===== src/iatf_pkg.sv =====
// Package: constants and carrier types for the arbitration, timeout and filter block
package iatf_pkg;

  // ----------------------------------------
  // Filter and timeout sizing
  // ----------------------------------------
  localparam int unsigned FILT_MAX_STAGES = 4;
  localparam int unsigned FILT_SEL_W      = 2;
  localparam int unsigned TOUT_W          = 16;
  localparam logic [TOUT_W-1:0] TOUT_LIMIT_RST = 16'hffff;

  // ----------------------------------------
  // Master-side states
  // ----------------------------------------
  typedef enum logic [1:0]
  {
    IATF_IDLE  = 2'b00,
    IATF_START = 2'b01,
    IATF_XFER  = 2'b10,
    IATF_LOST  = 2'b11
  } iatf_state_t;

  // Line levels driven by the protocol engine (1 = released)
  typedef struct packed
  {
    logic scl;
    logic sda;
  } iatf_lines_t;

  // Phase qualifiers from the protocol engine
  typedef struct packed
  {
    logic master_tx;
    logic nack_tx;
    logic slave_tx;
  } iatf_phase_t;

  // Event flags reported out
  typedef struct packed
  {
    logic arbitration_lost_detect;
    logic timeout;
    logic start_det;
    logic stop_det;
    logic nack_det;
  } iatf_events_t;

endpackage


===== src/iatf_filter.sv =====
// Module: digital noise filter for one bus line
`timescale 1ns/1ps
`default_nettype none

module iatf_filter #(
  parameter int unsigned STAGES = iatf_pkg::FILT_MAX_STAGES
)(
  input  wire logic                            i_core_clk,
  input  wire logic                            i_sys_rst,
  input  wire logic [iatf_pkg::FILT_SEL_W-1:0] i_width,
  input  wire logic                            i_raw,
  output logic                                 o_clean
);

  logic [1:0]        sync;
  logic [STAGES-1:0] shreg;
  logic [STAGES-1:0] next_shreg;
  logic              next_clean;
  logic              all_hi;
  logic              all_lo;

  // ----------------------------------------
  // Sample history and majority-free agreement
  // ----------------------------------------
  always_comb
  begin
    next_shreg = {shreg[STAGES-2:0], sync[1]};
    all_hi     = 1'b1;
    all_lo     = 1'b1;
    for (int i = 0; i < STAGES; i++)
    begin
      if (i <= int'(i_width))
      begin
        all_hi = all_hi & shreg[i];
        all_lo = all_lo & ~shreg[i];
      end
    end
    next_clean = o_clean;
    if (all_hi)
      next_clean = 1'b1;
    else if (all_lo)
      next_clean = 1'b0;
  end

  always_ff @(posedge i_core_clk)
  begin
    if (i_sys_rst)
    begin
      sync    <= 2'b11;
      shreg   <= '1;
      o_clean <= 1'b1;
    end
    else
    begin
      sync    <= {sync[0], i_raw};
      shreg   <= next_shreg;
      o_clean <= next_clean;
    end
  end

endmodule

`default_nettype wire


===== src/iatf_top.sv =====
// Module: arbitration, SCL timeout and noise filtering for a multi-master two-wire bus
`timescale 1ns/1ps
`default_nettype none

module iatf_top #(
  parameter int unsigned TOUT_W = iatf_pkg::TOUT_W
)(
  input  wire logic                            i_core_clk,
  input  wire logic                            i_sys_rst,
  input  wire logic                            i_scl_in,
  input  wire logic                            i_sda_in,
  output logic                                 o_scl_out,
  output logic                                 o_scl_oe,
  output logic                                 o_sda_out,
  output logic                                 o_sda_oe,
  input  wire logic [iatf_pkg::FILT_SEL_W-1:0] i_filt_width,
  input  wire logic                            i_tout_en,
  input  wire logic [TOUT_W-1:0]               i_tout_limit,
  input  wire logic                            i_start_req,
  input  wire logic                            i_stop_done,
  input  wire iatf_pkg::iatf_lines_t           i_drive,
  input  wire iatf_pkg::iatf_phase_t           i_phase,
  input  wire logic                            i_sample,
  input  wire logic                            i_flag_clr,
  output logic                                 o_scl_clean,
  output logic                                 o_sda_clean,
  output logic                                 o_scl_hold,
  output logic                                 o_bus_busy,
  output logic                                 o_master,
  output iatf_pkg::iatf_events_t               o_events,
  output logic                                 o_err_event
);

  iatf_pkg::iatf_state_t  state;
  iatf_pkg::iatf_state_t  next_state;
  iatf_pkg::iatf_events_t next_events;
  logic                   scl_d;
  logic                   sda_d;
  logic                   next_busy;
  logic [TOUT_W-1:0]      tcnt;
  logic [TOUT_W-1:0]      next_tcnt;
  logic                   scl_edge;
  logic                   start_cond;
  logic                   stop_cond;
  logic                   mismatch;
  logic                   lost;
  logic                   tout_hit;
  logic                   drive_en;
  logic                   lost_start;
  logic                   lost_tx;
  logic                   lost_busy;
  logic                   lost_nack;
  logic                   lost_slave;

  // ----------------------------------------
  // Line filters
  // ----------------------------------------
  iatf_filter #(
    .STAGES (iatf_pkg::FILT_MAX_STAGES)
  ) u_scl_filt (
    .i_core_clk (i_core_clk),
    .i_sys_rst  (i_sys_rst),
    .i_width    (i_filt_width),
    .i_raw      (i_scl_in),
    .o_clean    (o_scl_clean)
  );

  iatf_filter #(
    .STAGES (iatf_pkg::FILT_MAX_STAGES)
  ) u_sda_filt (
    .i_core_clk (i_core_clk),
    .i_sys_rst  (i_sys_rst),
    .i_width    (i_filt_width),
    .i_raw      (i_sda_in),
    .o_clean    (o_sda_clean)
  );

  // ----------------------------------------
  // Bus conditions and arbitration checks
  // ----------------------------------------
  always_comb
  begin
    scl_edge   = o_scl_clean ^ scl_d;
    start_cond = o_scl_clean & scl_d & sda_d & ~o_sda_clean;
    stop_cond  = o_scl_clean & scl_d & ~sda_d & o_sda_clean;
    mismatch   = i_drive.sda ^ o_sda_clean;
    drive_en   = ((state == iatf_pkg::IATF_START) | (state == iatf_pkg::IATF_XFER) | i_phase.slave_tx)
               & (state != iatf_pkg::IATF_LOST);
    tout_hit   = i_tout_en && (tcnt == i_tout_limit) && !scl_edge;
  end

  // ----------------------------------------
  // Arbitration loss sources
  // ----------------------------------------
  always_comb
  begin
    lost_start = (state == iatf_pkg::IATF_START) && i_sample && mismatch;
    lost_tx    = (state == iatf_pkg::IATF_XFER) && i_phase.master_tx && i_sample && mismatch;
    lost_busy  = !o_master && i_start_req && o_bus_busy;
    lost_nack  = i_phase.nack_tx && i_sample && ~o_sda_clean;
    lost_slave = i_phase.slave_tx && i_sample && mismatch;
    lost       = lost_start | lost_tx | lost_busy | lost_nack | lost_slave;
  end

  // ----------------------------------------
  // Master state and busy tracking
  // ----------------------------------------
  always_comb
  begin
    next_state = state;
    next_busy  = o_bus_busy;
    if (start_cond)
      next_busy = 1'b1;
    else if (stop_cond)
      next_busy = 1'b0;
    unique case (state)
      iatf_pkg::IATF_IDLE:
        if (i_start_req && !o_bus_busy)
          next_state = iatf_pkg::IATF_START;
      iatf_pkg::IATF_START:
        if (start_cond)
          next_state = iatf_pkg::IATF_XFER;
      iatf_pkg::IATF_XFER:
        if (i_stop_done)
          next_state = iatf_pkg::IATF_IDLE;
      iatf_pkg::IATF_LOST:
        if (stop_cond || !o_bus_busy)
          next_state = iatf_pkg::IATF_IDLE;
    endcase
    if (lost)
      next_state = iatf_pkg::IATF_LOST;
  end

  // ----------------------------------------
  // Timeout counter
  // ----------------------------------------
  always_comb
  begin
    next_tcnt = tcnt;
    if (!i_tout_en || scl_edge)
      next_tcnt = '0;
    else if (tcnt != i_tout_limit)
      next_tcnt = tcnt + TOUT_W'(1);
  end

  always_ff @(posedge i_core_clk)
  begin
    if (i_sys_rst)
      tcnt <= '0;
    else
      tcnt <= next_tcnt;
  end

  // ----------------------------------------
  // Sticky event flags, set wins over clear
  // ----------------------------------------
  always_comb
  begin
    next_events = i_flag_clr ? '0 : o_events;
    if (lost)
      next_events.arbitration_lost_detect = 1'b1;
    if (tout_hit)
      next_events.timeout = 1'b1;
    if (start_cond)
      next_events.start_det = 1'b1;
    if (stop_cond)
      next_events.stop_det = 1'b1;
    if (i_drive.sda && i_sample && o_sda_clean && i_phase.master_tx == 1'b0 && state == iatf_pkg::IATF_XFER)
      next_events.nack_det = 1'b1;
  end

  always_ff @(posedge i_core_clk)
  begin
    if (i_sys_rst)
      o_events <= '0;
    else
      o_events <= next_events;
  end

  // ----------------------------------------
  // State, busy and line history registers
  // ----------------------------------------
  always_ff @(posedge i_core_clk)
  begin
    if (i_sys_rst)
    begin
      state      <= iatf_pkg::IATF_IDLE;
      scl_d      <= 1'b1;
      sda_d      <= 1'b1;
      o_bus_busy <= 1'b0;
    end
    else
    begin
      state      <= next_state;
      scl_d      <= o_scl_clean;
      sda_d      <= o_sda_clean;
      o_bus_busy <= next_busy;
    end
  end

  // ----------------------------------------
  // Pin drive and clock synchronisation
  // ----------------------------------------
  always_comb
  begin
    o_master    = (state == iatf_pkg::IATF_START) | (state == iatf_pkg::IATF_XFER);
    o_scl_out   = 1'b0;
    o_sda_out   = 1'b0;
    o_scl_oe    = o_master & ~i_drive.scl;
    o_sda_oe    = drive_en & ~i_drive.sda;
    o_scl_hold  = o_master & i_drive.scl & ~o_scl_clean;
    o_err_event = |o_events;
  end

endmodule

`default_nettype wire


===== config.mk =====
export PLATFORM = sky130hd
export DESIGN_NAME = iatf_top
export DESIGN_NICKNAME = d
export VERILOG_FILES = /design/src/iatf_pkg.sv /design/src/iatf_filter.sv /design/src/iatf_top.sv
export SDC_FILE = /design/constraint.sdc
export NUM_CORES = 1
export LEC_CHECK = 0
export BUFFER_PORTS_ARGS = -buffer_cell sky130_fd_sc_hd__buf_2
export CORE_MARGIN = 2
export CORE_UTILIZATION = 42
export CTS_CLUSTER_DIAMETER = 30
export CTS_CLUSTER_SIZE = 25
export DETAILED_ROUTE_END_ITERATION = 8
export GPL_TIMING_DRIVEN = 0
export HOLD_SLACK_MARGIN = 0.15
export PLACE_DENSITY = 0.64
export REMOVE_ABC_BUFFERS = 1
export SLEW_MARGIN = 20
export SYNTH_ARGS = -nofsm -noshare
export SYNTH_HDL_FRONTEND = slang
export SYNTH_SLANG_ARGS = --single-unit

===== constraint.sdc =====
create_clock -name i_core_clk -period 2.15 [get_ports i_core_clk]
set_input_delay 0.3225 -clock i_core_clk [delete_from_list [all_inputs] [get_ports i_core_clk]]
set_output_delay 0.3225 -clock i_core_clk [all_outputs]
set_load 0.01 [all_outputs]

==> results.yml, run 1 <==
timing:
  setup_slack_ps: 172
  timing.fmax_mhz: 506
  rsz0062_at_grt: "false"
  hold_viol: 0
  tightest_slew_ps: 623
  skew_ps: 3.88
  slew_headroom: 0.582
  finalMaxSlewViolations: 0
  finalCritPeriodShare: 0.920
  period_minus_slack_ps: 1980
  setup_violations: 0
global_routing:
  grt_pass1_wl_um: 7070
  track_usage: 0.167
  grt_antenna_before_repair: 0
  grt_pass1_vias: 1631
  grt_max_degree: 24
  overflow: 0
logic_synthesis:
  synth-seq-area-share: 0.390
  avgSynthCellArea_um2: 8.86
  synthCells: 232
  synth_commonest_cells: "dfxtp_1 (40), nand2_1 (21), a21oi_1 (18)"
  ys_seq_elements: 40
  synth-warning-count: 0
  postSynth.asyncResetShare: 0
  yosysMostFrequentCell: "dfxtp_1"
  synth_edf_count: 0
  synth_top_area_cell: "dfxtp_1"
  syn_area_um2: 2050
  yosys.area.top_type_share: 0.390
  ys.flop_type: "dfxtp_1"
  synth.distinct_cells: 42
  ys_top_cells_by_area: "dfxtp_1 (39%), xnor2_1 (6.4%), ha_1 (4.9%), a21oi_1 (4.4%), or4_1 (4.0%)"
power:
  power.switching_uw: 430
  ir_drop_v: 0.000282
  p_seq_frac: 0.471
  combinationalPowerShare: 0.153
  pwr_density_cell_nw_per_um2: 678
  p_int_uw: 1230
  leakagePower_uw: 0.000953
  clkPwrFrac: 0.376
  switching_share: 0.259
clock_network:
  clk_pin_slew_ps: 80
  numCtsBuffers: 5
  cts_sinks: 40
  clock_latency_ps: 290
  clockBufferDepth: 2
  clockRootBuffer: "clkbuf_8"
  cts_tree: "yes"
  h-tree-depth: 2
min_path:
  hold_class: "input port to flop"
  hp-start: "i_scl_in"
finish:
  finalNetCount: 318
  layout.cells.non_filler: 346
  final_layout_size_suffix_gt1_frac: 0.272
  fin_util: 0.518
  area_growth_pct: 19.0
  fin_area_um2: 2440
  antennaDiodeCount: 0
placement:
  gp_congestion: 0.780
  portBuffers: 44
  preCtsSetupSlack_ps: -182
  dp.cells: 335
  hpwl_um: 3040
  place_area_um2: 2290
worst_setup_path:
  end_kind: "flop"
  path_class: "flop to flop"
  startpoint: "tcnt[3]"
  r2r-start: "tcnt[3]"
  crit_required_ps: 2310
  critPathArrivalTime_ps: 2130
  cp_max_fo: 13
  cp-start-kind: "flop"
die:
  die_w_um: 73.9
  rows: 25
  dieHeight_um: 73.9
  ios: 47
  start_util: 0.435
  core-area_um2: 4720
  die_area_um2: 5470
route:
  postRouteAntennaNets: 0
  drc: 0
  drt-total-wl_um: 4200
  drtPass1Iterations: 4
  route.vias.total: 1757
  wl_per_cell_um: 12.1
  vias_per_cell: 5.08
  first_iter_violations: 84
status:
  status: "completed"
flow_run:
  maxCapViolCount: 0
-- per-stage QoR --
step	total power, uW	hold slack (ps)	setup TNS (ps)
CTS	1690	193	0
detailed placement	1050	397	-1940
global placement	1050	395	-1700
finish	1660	205	0
floorplan	958	389	0
global route	1760	207	0
-- power groups by stage --
stage                     Clock, uW  Sequential (uW)  Combinational (uW)
after floorplan                   0              795                 163
after global placement            0              798                 248
after detailed placement          0              799                 250
after CTS                       651              781                 255
after global routing            679              785                 292
final                           622              781                 254
-- layer usage --
layer	global-route usage	up-vias	part of all wire
met3	0.0379	6	0.035
met2	0.284	25	0.48
li1	-	914	-
met5	0	-	0
met4	0.0626	0	0.017
met1	0.207	812	0.46
-- logic make-up after synthesis --
logic type | after synthesis | synth area share
compound gates | 51 | 0.152
xor+xnor | 17 | 0.0853
fa+ha+maj | 8 | 0.0487
buf+inv | 18 | 0.0524
flops | 40 | 0.390
mux | 3 | 0.0146
other cells | 1 | 0.00183
simple gates | 94 | 0.255
-- critical path, stage by stage (launching register included) --
cell	delay [ps]
dfxtp_1	470
xnor2_1	150
nand4_1	270
nor4_4	670
or3_2	220
a21oi_1	60
-- repair_timing --
item,in CTS,in global routing
setup buffers,0,2
endpoints found under the hold margin,0,0
cloned,1,0
endpoints found under the setup margin,13,6
pin swaps,1,1
hold buffers,0,0
resized for setup,1,2
-- state kept, by name, summed over array words and instances (netlist names) --
register,flops
u_scl_filt.o_clean,1
sda_d,1
u_sda_filt.sync,2
u_sda_filt.o_clean,1
scl_d,1
u_scl_filt.shreg,4
u_scl_filt.sync,2
state,2
o_bus_busy,1
o_events,5
u_sda_filt.shreg,4
tcnt,16
-- area by class of cell --
type	count	area (um2)
fill	461	2280
multi-input combinational	176	1170
sequential	40	802
timing repair buffer	46	235
tap	67	83.8
clock buffer	5	68.8
clock inverter	3	46.3
inverter	9	33.8
-- placed cells by master (no fill, tap or decap), types with 3 or more instances in the layout --
| cell | count |
|---|---|
| mux2i_1 | 3 |
| nor2_1 | 16 |
| o21ai_0 | 6 |
| nand2b_1 | 5 |
| o211ai_1 | 3 |
| ha_1 | 8 |
| nand2_1 | 21 |
| nor3_1 | 3 |
| a21oi_1 | 18 |
| o21ai_1 | 4 |
| nand4_1 | 9 |
| inv_1 | 9 |
| xnor2_1 | 15 |
| nand3_1 | 6 |
| buf_2 | 44 |
| o31ai_1 | 7 |
| a31oi_1 | 5 |
| dfxtp_1 | 39 |
| clkbuf_8 | 5 |
| or2_2 | 12 |
| or4_1 | 10 |
-- final timing paths --
kind                    endpoint  slack, ps  cells past startpoint
max reg2reg             tcnt[13]        170                      5
min reg2reg  u_sda_filt.shreg[0]        420                      1
min           u_scl_filt.sync[0]        200                      2
max                     tcnt[13]        170                      5
No activity file was read; power rests on OpenSTA's default activity.
==> run 2: changes to the inputs <==
SYNTH_HIERARCHICAL = 1   (was unset)
==> run 2 against run 1 <==
Effect of this change:
- wire length is 5.8% lower
- utilization shrank 0.43 points
- non-clock buffer count stayed put
- power rose by 0.59%
- first-iteration DRC count rose by 13%
- area after synthesis down 2.7%
- critical endpoint is now tcnt[11]
- largest cell class unchanged
- highest routed layer unchanged
==> results.yml, run 2 <==
worst_setup_path:
  r2r-start: "u_scl_filt/o_clean"
  path_class: "flop to flop"
  critPathArrivalTime_ps: 2160
  crit_slowest_cell: "or4_1"
  cp-start-kind: "flop"
  worstPathCellList: "ha_1 -> nor2_1 -> nand2_1 -> or4_1 -> o21ai_0"
  reg2reg_slack_ps: 220
  crit_required_ps: 2380
  end_kind: "flop"
  path_buf_inv: 0
  slowest_delay_ps: 600
  cp_max_fo: 16
  cpLargestDelayFamily: "simple AND/OR/NAND/NOR gates"
  startpoint: "u_scl_filt/o_clean"
power:
  pwr_density_cell_nw_per_um2: 697
  ir_drop_v: 0.000416
  leakagePower_uw: 0.000953
clock_network:
  cts_sinks: 40
  numCtsBuffers: 5
  cts_resized: 0
  h-tree-depth: 2
  clock_latency_ps: 290
  clk_pin_slew_ps: 80
  clockRootBuffer: "clkbuf_8"
  clockBufferDepth: 2
  cts_tree: "yes"
min_path:
  hold_class: "input port to flop"
  hp-start: "i_sda_in"
global_routing:
  track_usage: 0.161
  grt_max_degree: 26
  overflow: 0
  grt_antenna_before_repair: 0
  grt_pass1_vias: 1607
  grt_pass1_wl_um: 6750
placement:
  dp.cells: 322
  portBuffers: 44
  place_area_um2: 2260
  hpwl_um: 2860
  gp_congestion: 0.768
finish:
  fin_area_um2: 2390
  final_layout_size_suffix_gt1_frac: 0.274
  fin_util: 0.513
  area_growth_pct: 19.7
  finalNetCount: 316
  final_cell_mix: "buf_2 (44), dfxtp_1 (40), a21oi_1 (24)"
  final_common_cell: "buf_2"
  largest_reg_flops: 16
  layout.cells.non_filler: 331
  antennaDiodeCount: 0
  top_regs: "tcnt x16, o_events x5"
  largest-register: "tcnt"
logic_synthesis:
  ys_seq_elements: 40
  postSynth.asyncResetShare: 0
  synth_edf_count: 0
  synth_top_area_cell: "dfxtp_1"
  avgSynthCellArea_um2: 8.73
  synth-warning-count: 6
  synthCells: 229
  synth-seq-area-share: 0.401
  ys_top_cells_by_area: "dfxtp_1 (40%), xnor2_1 (7.5%), a21oi_1 (6.0%), ha_1 (5.0%), or2_2 (4.4%)"
  synth.distinct_cells: 42
  syn_area_um2: 2000
  yosys.area.top_type_share: 0.401
  ys.flop_type: "dfxtp_1"
  yosysMostFrequentCell: "dfxtp_1"
  synth_commonest_cells: "dfxtp_1 (40), a21oi_1 (24), xnor2_1 (17)"
route:
  vias_per_cell: 5.24
  drt-total-wl_um: 3960
  first_iter_violations: 95
  drtPass1Iterations: 4
  wl_per_cell_um: 12.0
  postRouteAntennaNets: 0
  drc: 0
  route.vias.total: 1735
timing:
  period_minus_slack_ps: 1930
  rsz0062_at_grt: "false"
  fin_setup_tns_ps: 0
  tightest_slew_ps: 566
  finalMaxSlewViolations: 0
  finalCritPeriodShare: 0.899
  setup_violations: 0
  skew_ps: 5.02
  timing.fmax_mhz: 517
  slew_headroom: 0.622
  hold_viol: 0
  hold_slack_ps: 210
flow_run:
  maxCapViolCount: 0
die:
  die_w_um: 73.0
  rows: 25
  start_util: 0.429
  die_area_um2: 5330
  dieHeight_um: 73.0
  core-area_um2: 4660
  ios: 47
status:
  status: "completed"
run 2: cell types whose count changed in the layout (fill, tap and decap cells not counted), moves of 5 or more:
| cell | change |
|---|---|
| o21ai_0 | +7 |
| nand2_1 | -6 |
| a21oi_1 | +6 |
| a31oi_1 | -5 |
| or4_1 | -7 |
| or3_1 | +8 |
run 2: routing by layer:
| layer | global-route usage | part of all wire |
|---|---|---|
| met1 | 0.199 | 0.47 |
| met2 | 0.265 | 0.47 |
| met3 | 0.0511 | 0.043 |
| met4 | 0.0597 | 0.015 |
| met5 | 0 | 0 |
run 2: path summary, 6_finish.rpt:
check,end,cells past startpoint
max,tcnt[11],5
min,u_sda_filt/sync[0],2
max reg2reg,tcnt[11],5
min reg2reg,u_sda_filt/sync[1],1
run 2: cell families (layout without fill, tap and decap cells):
group / after synthesis / in the layout / synth area share
simple gates: 87 / 87 / 0.255
compound gates: 55 / 55 / 0.154
flops: 40 / 40 / 0.401
buf+inv: 17 / 64 / 0.0438
other cells: 1 / 2 / 0.00188
fa+ha+maj: 8 / 8 / 0.0501
mux: 3 / 3 / 0.0150
xor+xnor: 18 / 18 / 0.0789
run 2: cell type report:
cell class | count | area (um2)
Clock buffer | 6 | 82.6
Clock inverter | 2 | 38.8
Fill cell | 457 | 2270
Inverter | 10 | 37.5
Multi-Input combinational cell | 173 | 1120
Sequential cell | 40 | 801
Tap cell | 54 | 67.6
Timing Repair Buffer | 46 | 243
run 2: worst register-to-register path, delay by kind of cell (launching register included):
kind | cells | cell delay, ps
AO/OA/AOI/OAI | 1 | 70
adder cells (fa/ha/maj) | 1 | 270
flip-flops | 1 | 440
AND/OR/NAND/NOR | 3 | 1090
run 2: report_power, final:
group	switching (uW)	total (uW)	internal (uW)
Sequential	17.7	778	760
Clock	273	652	380
Combinational	125	237	111
run 2: repair_timing:
item / 4_1_cts / 5_1_grt
hold buffers: 0 / 0
buffers inserted: 0 / 1
setup endpoints to repair: 0 / 8
run 2: per-stage QoR:
stage | total power, uW | setup WS, ps
2_1_floorplan | 946 | -156
3_3_place_gp | 1030 | -788
3_5_place_dp | 1030 | 144
4_1_cts | 1680 | 104
5_1_grt | 1760 | 63.3
6_report | 1670 | 217
